[src/logic/mio_pkg.sv]
/*
 package for the module i/o port access block: module map, port widths, reset values, operation codes.
 assumes a single system clock and an asynchronous active-high reset.
*/
package mio_pkg;
	localparam int MIO_DATA_W = 8;
	localparam int MIO_MOD_W = 6;
	localparam int MIO_CODE_W = 3;
	localparam int MIO_NUM_MODULES = 64;
	localparam logic [5:0] MIO_DIRECT_BASE = 6'h38;
	localparam logic [5:0] MIO_BUILTIN_MOD = 6'h3F;
	localparam logic [7:0] MIO_LATCH_RST = 8'h00;
	localparam logic [5:0] MIO_SEL_RST = 6'h00;
	localparam logic [7:0] MIO_WADDR_RST = 8'h00;
	localparam logic [7:0] MIO_BUILTIN_OUT_MASK = 8'hF0;

	typedef enum logic [2:0] {
		MIO_OP_NONE = 3'b000,
		MIO_OP_LOAD_DIRECT = 3'b001,
		MIO_OP_STORE_DIRECT = 3'b010,
		MIO_OP_STORE_SELECT = 3'b011,
		MIO_OP_LOAD_INDIRECT = 3'b100,
		MIO_OP_STORE_INDIRECT = 3'b101,
		MIO_OP_STORE_WADDR = 3'b110
	} mio_op_t;
endpackage

[src/logic/mio_access.sv]
/*
 processor-side access to the 64-module i/o space: direct ports 56..63, module select,
 indirect port access, word address register store, and the built-in port at module 63.
 assumes one operation per cycle on op with its operands; external modules other than
 the built-in port are reached through the ext_* outputs and answer on ext_rd_data.
*/
// Notes on behaviour
// ports are 8 bits, latched until rewritten
// port read is latch OR pins
// reset clears every output latch
// direct load and store move accumulator
// direct code plus 56 forms module
// built-in port always at module 63
// built-in port reads all 8 bits
// built-in port drives upper nibble only
// select store loads module-select register
// module select changes only when rewritten
// indirect access reaches all 64 modules
// word address store picks 256 words
// built-in low nibble reads pins only
`timescale 1ns/1ns
module mio_access
	import mio_pkg::*;
(
	// clock and reset
	input wire logic clk,
	input wire logic rst,
	// operation from the processor
	input wire logic [2:0] op,
	input wire logic [2:0] port_code,
	input wire logic [7:0] acc_in,
	// accumulator result
	output logic [7:0] acc_out,
	output logic acc_valid,
	// built-in port pins
	input wire logic [7:0] bport_in,
	output logic [7:0] bport_out,
	output logic [7:0] bport_oe,
	// external module bus
	output logic [5:0] ext_module,
	output logic ext_rd,
	output logic ext_wr,
	output logic [7:0] ext_wr_data,
	output logic ext_waddr_wr,
	input wire logic [7:0] ext_rd_data,
	// state view
	output logic [5:0] module_select,
	output logic [7:0] word_addr
);
	mio_op_t op_w;
	logic [5:0] sel_q, sel_d;
	logic [7:0] waddr_q, waddr_d;
	logic [7:0] acc_q, acc_d;
	logic valid_q, valid_d;
	logic pend_q, pend_d;
	logic [5:0] emod_q, emod_d;
	logic erd_q, erd_d;
	logic ewr_q, ewr_d;
	logic ewa_q, ewa_d;
	logic [7:0] ewd_q, ewd_d;
	logic [7:0] bout_q, bout_d;
	logic [7:0] boe_q, boe_d;
	logic [5:0] target;
	logic is_load, is_store;
	logic hit_builtin;
	logic bport_wr;
	logic [7:0] bport_rd;
	logic [7:0] bport_pin;
	logic [7:0] bport_en;

	// direct code offset into the top eight modules
	function automatic logic [5:0] direct_module(input logic [2:0] code);
		direct_module = MIO_DIRECT_BASE + {3'b000, code};
	endfunction

	function automatic logic is_direct_op(input mio_op_t o);
		is_direct_op = (o == MIO_OP_LOAD_DIRECT) || (o == MIO_OP_STORE_DIRECT);
	endfunction

	function automatic logic is_load_op(input mio_op_t o);
		is_load_op = (o == MIO_OP_LOAD_DIRECT) || (o == MIO_OP_LOAD_INDIRECT);
	endfunction

	function automatic logic is_store_op(input mio_op_t o);
		is_store_op = (o == MIO_OP_STORE_DIRECT) || (o == MIO_OP_STORE_INDIRECT);
	endfunction

	// the direct window must stay inside the module space
	if ((MIO_DIRECT_BASE + 7) > (MIO_NUM_MODULES - 1)) begin : g_bad_base
		$error("direct port window leaves the module space");
	end

	assign op_w = mio_op_t'(op);
	assign is_load = is_load_op(op_w);
	assign is_store = is_store_op(op_w);

	// module reached this cycle: direct code or module select
	always_comb begin
		target = sel_q;
		if (is_direct_op(op_w)) begin
			target = direct_module(port_code);
		end
	end

	assign hit_builtin = (target == MIO_BUILTIN_MOD);
	assign bport_wr = is_store && hit_builtin;

	mio_port #(
		.OUT_MASK(MIO_BUILTIN_OUT_MASK)
	) u_bport (
		.clk(clk),
		.rst(rst),
		.wr_en(bport_wr),
		.wr_data(acc_in),
		.pin_in(bport_in),
		.pin_out(bport_pin),
		.pin_oe(bport_en),
		.rd_data(bport_rd)
	);

	// module select and word address
	always_comb begin
		sel_d = sel_q;
		waddr_d = waddr_q;
		if (op_w == MIO_OP_STORE_SELECT) begin
			sel_d = acc_in[5:0];
		end
		if (op_w == MIO_OP_STORE_WADDR) begin
			waddr_d = acc_in;
		end
	end

	always_ff @(posedge clk or posedge rst) begin
		if (rst) begin
			sel_q <= MIO_SEL_RST;
			waddr_q <= MIO_WADDR_RST;
		end else begin
			sel_q <= sel_d;
			waddr_q <= waddr_d;
		end
	end

	// accumulator result; an external answer lands one cycle after its read
	always_comb begin
		acc_d = acc_q;
		valid_d = 1'b0;
		pend_d = is_load && !hit_builtin;
		if (is_load && hit_builtin) begin
			acc_d = bport_rd;
			valid_d = 1'b1;
		end
		if (pend_q) begin
			acc_d = ext_rd_data;
			valid_d = 1'b1;
		end
	end

	always_ff @(posedge clk or posedge rst) begin
		if (rst) begin
			acc_q <= MIO_LATCH_RST;
			valid_q <= 1'b0;
			pend_q <= 1'b0;
		end else begin
			acc_q <= acc_d;
			valid_q <= valid_d;
			pend_q <= pend_d;
		end
	end

	// external module bus strobes, one cycle each
	always_comb begin
		emod_d = emod_q;
		erd_d = 1'b0;
		ewr_d = 1'b0;
		ewa_d = 1'b0;
		ewd_d = ewd_q;
		unique case (op_w)
			MIO_OP_STORE_WADDR: begin
				emod_d = sel_q;
				ewd_d = acc_in;
				ewa_d = 1'b1;
			end
			MIO_OP_LOAD_DIRECT, MIO_OP_LOAD_INDIRECT: begin
				if (!hit_builtin) begin
					emod_d = target;
					erd_d = 1'b1;
				end
			end
			MIO_OP_STORE_DIRECT, MIO_OP_STORE_INDIRECT: begin
				if (!hit_builtin) begin
					emod_d = target;
					ewd_d = acc_in;
					ewr_d = 1'b1;
				end
			end
			default: begin
			end
		endcase
	end

	always_ff @(posedge clk or posedge rst) begin
		if (rst) begin
			emod_q <= MIO_SEL_RST;
			erd_q <= 1'b0;
			ewr_q <= 1'b0;
			ewa_q <= 1'b0;
			ewd_q <= MIO_LATCH_RST;
		end else begin
			emod_q <= emod_d;
			erd_q <= erd_d;
			ewr_q <= ewr_d;
			ewa_q <= ewa_d;
			ewd_q <= ewd_d;
		end
	end

	// built-in port pins, registered so the outputs come from flip-flops
	always_comb begin
		bout_d = bport_pin;
		boe_d = bport_en;
	end

	always_ff @(posedge clk or posedge rst) begin
		if (rst) begin
			bout_q <= MIO_LATCH_RST;
			boe_q <= MIO_LATCH_RST;
		end else begin
			bout_q <= bout_d;
			boe_q <= boe_d;
		end
	end

	assign bport_out = bout_q;
	assign bport_oe = boe_q;
	assign acc_out = acc_q;
	assign acc_valid = valid_q;
	assign ext_module = emod_q;
	assign ext_rd = erd_q;
	assign ext_wr = ewr_q;
	assign ext_wr_data = ewd_q;
	assign ext_waddr_wr = ewa_q;
	assign module_select = sel_q;
	assign word_addr = waddr_q;
endmodule

[src/logic/mio_port.sv]
/*
 one 8-bit latched bidirectional port: output latch, pin synchroniser, wire-or readback.
 assumes pins come from outside the clock domain; writes come from logic on clk.
*/
`timescale 1ns/1ns
module mio_port
	import mio_pkg::*;
#(
	parameter logic [7:0] OUT_MASK = 8'hFF
) (
	// clock and reset
	input wire logic clk,
	input wire logic rst,
	// write side
	input wire logic wr_en,
	input wire logic [7:0] wr_data,
	// pins
	input wire logic [7:0] pin_in,
	output logic [7:0] pin_out,
	output logic [7:0] pin_oe,
	// readback
	output logic [7:0] rd_data
);
	logic [7:0] latch_q, latch_d;
	logic [7:0] sync1_q, sync2_q;

	always_comb begin
		latch_d = latch_q;
		if (wr_en) begin
			latch_d = wr_data & OUT_MASK;
		end
	end

	always_ff @(posedge clk or posedge rst) begin
		if (rst) begin
			latch_q <= MIO_LATCH_RST;
			sync1_q <= MIO_LATCH_RST;
			sync2_q <= MIO_LATCH_RST;
		end else begin
			latch_q <= latch_d;
			sync1_q <= pin_in;
			sync2_q <= sync1_q;
		end
	end

	assign pin_out = latch_q;
	assign pin_oe = latch_q & OUT_MASK;
	assign rd_data = latch_q | sync2_q;
endmodule

[config.mk]
export PLATFORM = sky130hd
export DESIGN_NAME = mio_access
export DESIGN_NICKNAME = d
export VERILOG_FILES = /design/src/logic/mio_pkg.sv /design/src/logic/mio_access.sv /design/src/logic/mio_port.sv
export SDC_FILE = /design/constraint.sdc
export NUM_CORES = 1
export LEC_CHECK = 0
export BUFFER_PORTS_ARGS = -buffer_cell sky130_fd_sc_hd__buf_4
export CAP_MARGIN = 20
export CORE_ASPECT_RATIO = 1.25
export CORE_MARGIN = 8
export CORE_UTILIZATION = 49
export DETAILED_ROUTE_END_ITERATION = 10
export GPL_TIMING_DRIVEN = 0
export PLACE_DENSITY = 0.78
export SYNTH_ARGS = -nofsm -noshare
export SYNTH_HDL_FRONTEND = slang
export SYNTH_SLANG_ARGS = --single-unit
export TNS_END_PERCENT = 30
[constraint.sdc]
create_clock -name clk -period 2.7 [get_ports clk]
set_input_delay 0.54 -clock clk [delete_from_list [all_inputs] [get_ports clk]]
set_output_delay 0.54 -clock clk [all_outputs]
set_load 0.05 [all_outputs]
==> results_dict.tcl <==
set metrics [dict create \
    crit_path_top_delay_cell "dfrtp_1" \
    vias 1730 \
    post_synth.cell_area_avg_um2 13.72 \
    clock_path_buffers 2 \
    synth-seq-cells 64 \
    top_level_ports 88 \
    cp_max_fo 5 \
    initial_core_util_pct 50.79 \
    path_cells "nand4_2, a2bb2o_4, a21oi_2, a222oi_1" \
    path_clk_slew_ns 0.07 \
    overflow 0 \
    worstMarginPinSlew_ns 0.6718 \
    grt_first_pass_wirelength_um 9404 \
    finalSetupViolCount 0 \
    antenna_found_initial 0 \
    synth.most_common_cell "dfrtp_1" \
    power_mw 3.115 \
    timing.fmax_ghz 0.6276 \
    rows 29 \
    tns_ns 0 \
    place.gp.congestion 0.7581 \
    rrSetupSlack_ns 1.11 \
    synth_cells 188 \
    layout.nets 317 \
    synth-async-reset-ratio_pct 100.0 \
    cp_data_arrival_time_ns 1.78 \
    ys_seq_area_share_pct 62.08 \
    synth_area_leaders "dfrtp_1 (62%), mux2_1 (5.2%), mux2_4 (4.7%)" \
    fin_ws_ns 1.107 \
    yosysTopAreaCell "dfrtp_1" \
    startpoint_type "register" \
    hold_viol 0 \
    synth_edf_count 0 \
    status "complete, no violations" \
    grt_max_degree 34 \
    wire_per_inst_um 16.46 \
    path_class "register to register" \
    die_w_um 80.90 \
    dieArea_um2 7857 \
    crit_path_max_incr_delay_ns 0.42 \
    place_ws_ns 0.7736 \
    rsz0062_at_grt "false" \
    synth_top_area_share_pct 62.08 \
    required_ns 2.89 \
    drt-total-wl_um 5794 \
    place_area_um2 3289 \
    netlist_top_cells_count "dfrtp_1 (64), buf_4 (13), mux2_1 (12), inv_1 (10), nand2_1 (9)" \
    holdWs_ns 0.3043 \
    grt_pass1_vias 1883 \
    drc 0 \
    io_buffer_count 78 \
    cts_buffers 9 \
    syn-cell-area_um2 2580 \
    antenna_cells 0 \
    drt_iter0_markers 80 \
    drt-pass1-iter-count 6 \
    final_layout_size_suffix_gt1_share_pct 47.93 \
    die_h_um 97.13 \
    final_area_um2 3520 \
    drv_slew 0 \
    slew_headroom_pct 55.15 \
    post_cts_buffers 0 \
    dp.cells 336 \
    endpoint_kind "register" \
    cts_tree "yes" \
    yosysWarningCount 0 \
    ant_nets 0 \
    power.leakage_nw 1.722 \
    period_minus_slack_ns 1.593 \
    timing.rr.start "module_select[4]$_DFFE_PP0N_" \
    cap_violations 0 \
    track_usage_pct 15.56 \
    reg2reg_depth 4 \
    vias_per_cell 4.915 \
    ir_drop_mv 0.7252 \
    fin_crit_sh_pct 59.01 \
    power_density_nw_per_um2 884.9 \
    fin_cells 352 \
    holdBufCountCts 0 \
    post-route-util_pct 69.29 \
    clock_sinks 64 \
    htree_levels 3 \
    root_buffer "clkbuf_8" \
    layout.filler_cells 396 \
    hold_class "input port to asynchronous set/reset pin" \
    area_growth_pct 36.42 \
    fin_worst_skew_ns 0.006990 \
    synth_cell_types 37 \
    core-area_um2 5080 \
    reg2reg_to "acc_out[6]$_DFFE_PP0P_" \
    worstSkewPairLatency_ns 0.33 \
    synth-main-ff-cell "dfrtp_1" \
    dp_hpwl_um 4415 \
    cts_resized 0 \
]
## power breakdown
group	leakage [nW]	internal, mW	switching (mW)
sequential	0.754	1.10	0.0918
clock	0.119	0.569	0.358
combinational	0.849	0.331	0.667
## kinds of logic after synthesis
kind of cell	share of synthesized area [%]
other	0.1454
muxes	12.51
and+or+nand+nor	7.905
buffers and inverters	6.547
DFF	62.08
AOI/OAI and AO/OA	10.81
## critical path: cells and delay by family (launching register included)
family           cells  cell delay [ns]
flip-flops           1             0.42
AND/OR/NAND/NOR      1             0.23
AO/OA/AOI/OAI        3             0.81
## per-layer routing
| layer | wire length (um) | global-route usage (%) |
|---|---|---|
| met5 | 0 | 0 |
| met4 | 150 | 9.793 |
| met3 | 351 | 3.611 |
| met2 | 3108 | 25.50 |
| met1 | 2184 | 17.41 |
## area by class of cell
| cell class | instances | area [um^2] | area share [%] |
|---|---|---|---|
| sequential | 64 | 1602 | 45.50 |
| multi-input combinational | 103 | 835.8 | 23.75 |
| timing repair buffer | 79 | 605.6 | 17.21 |
| clock buffer | 11 | 151.4 | 4.301 |
| buffer | 16 | 123.9 | 3.519 |
| clock inverter | 5 | 78.83 | 2.240 |
| tap | 62 | 77.57 | 2.204 |
| inverter | 12 | 45.04 | 1.280 |
## sequential cells by signal, summed over array words and instances, names as in the netlist
register         flops
ext_wr               1
u_bport.pin_out      4
u_bport.sync2_q      8
u_bport.sync1_q      8
word_addr            8
ext_module           6
acc_out              8
ext_waddr_wr         1
ext_wr_data          8
bport_out            4
acc_valid            1
ext_rd               1
module_select        6
## layout by cell type, fill, tap and decap left out, drive strengths merged
cell	n
a21oi	7
and3	1
a222oi	4
o21a	3
nand4b	1
or3	1
mux2	26
a31oi	4
o21ai	7
nor3	4
o311a	1
inv	12
a2bb2o	1
o22a	3
nand3b	1
nor2	9
nand4	1
nand2	9
nor2b	4
clkbuf	12
nand3	2
buf	94
bufinv	2
dfrtp	64
clkinv	3
conb	8
a2bb2oi	1
o211ai	3
a211o	1
and2b	1
## how the worst max path moves through the flow
stage | start | to | slack [ns] | cells past startpoint
after floorplan | rst | acc_out[0]$_DFFE_PP0P_ | 0.56 | 1
after global placement | rst | ext_module[1]$_DFFE_PP0P_ | -0.15 | 2
after detailed placement | op[1] | ext_wr_data[6]$_DFFE_PP0P_ | 0.77 | 5
after CTS | module_select[2]$_DFFE_PP0N_ | acc_out[6]$_DFFE_PP0P_ | 1.08 | 4
after global routing | module_select[4]$_DFFE_PP0N_ | acc_out[6]$_DFFE_PP0P_ | 1.03 | 4
final | module_select[4]$_DFFE_PP0N_ | acc_out[6]$_DFFE_PP0P_ | 1.11 | 4
Note: power is estimated with default switching activity, not from simulation.
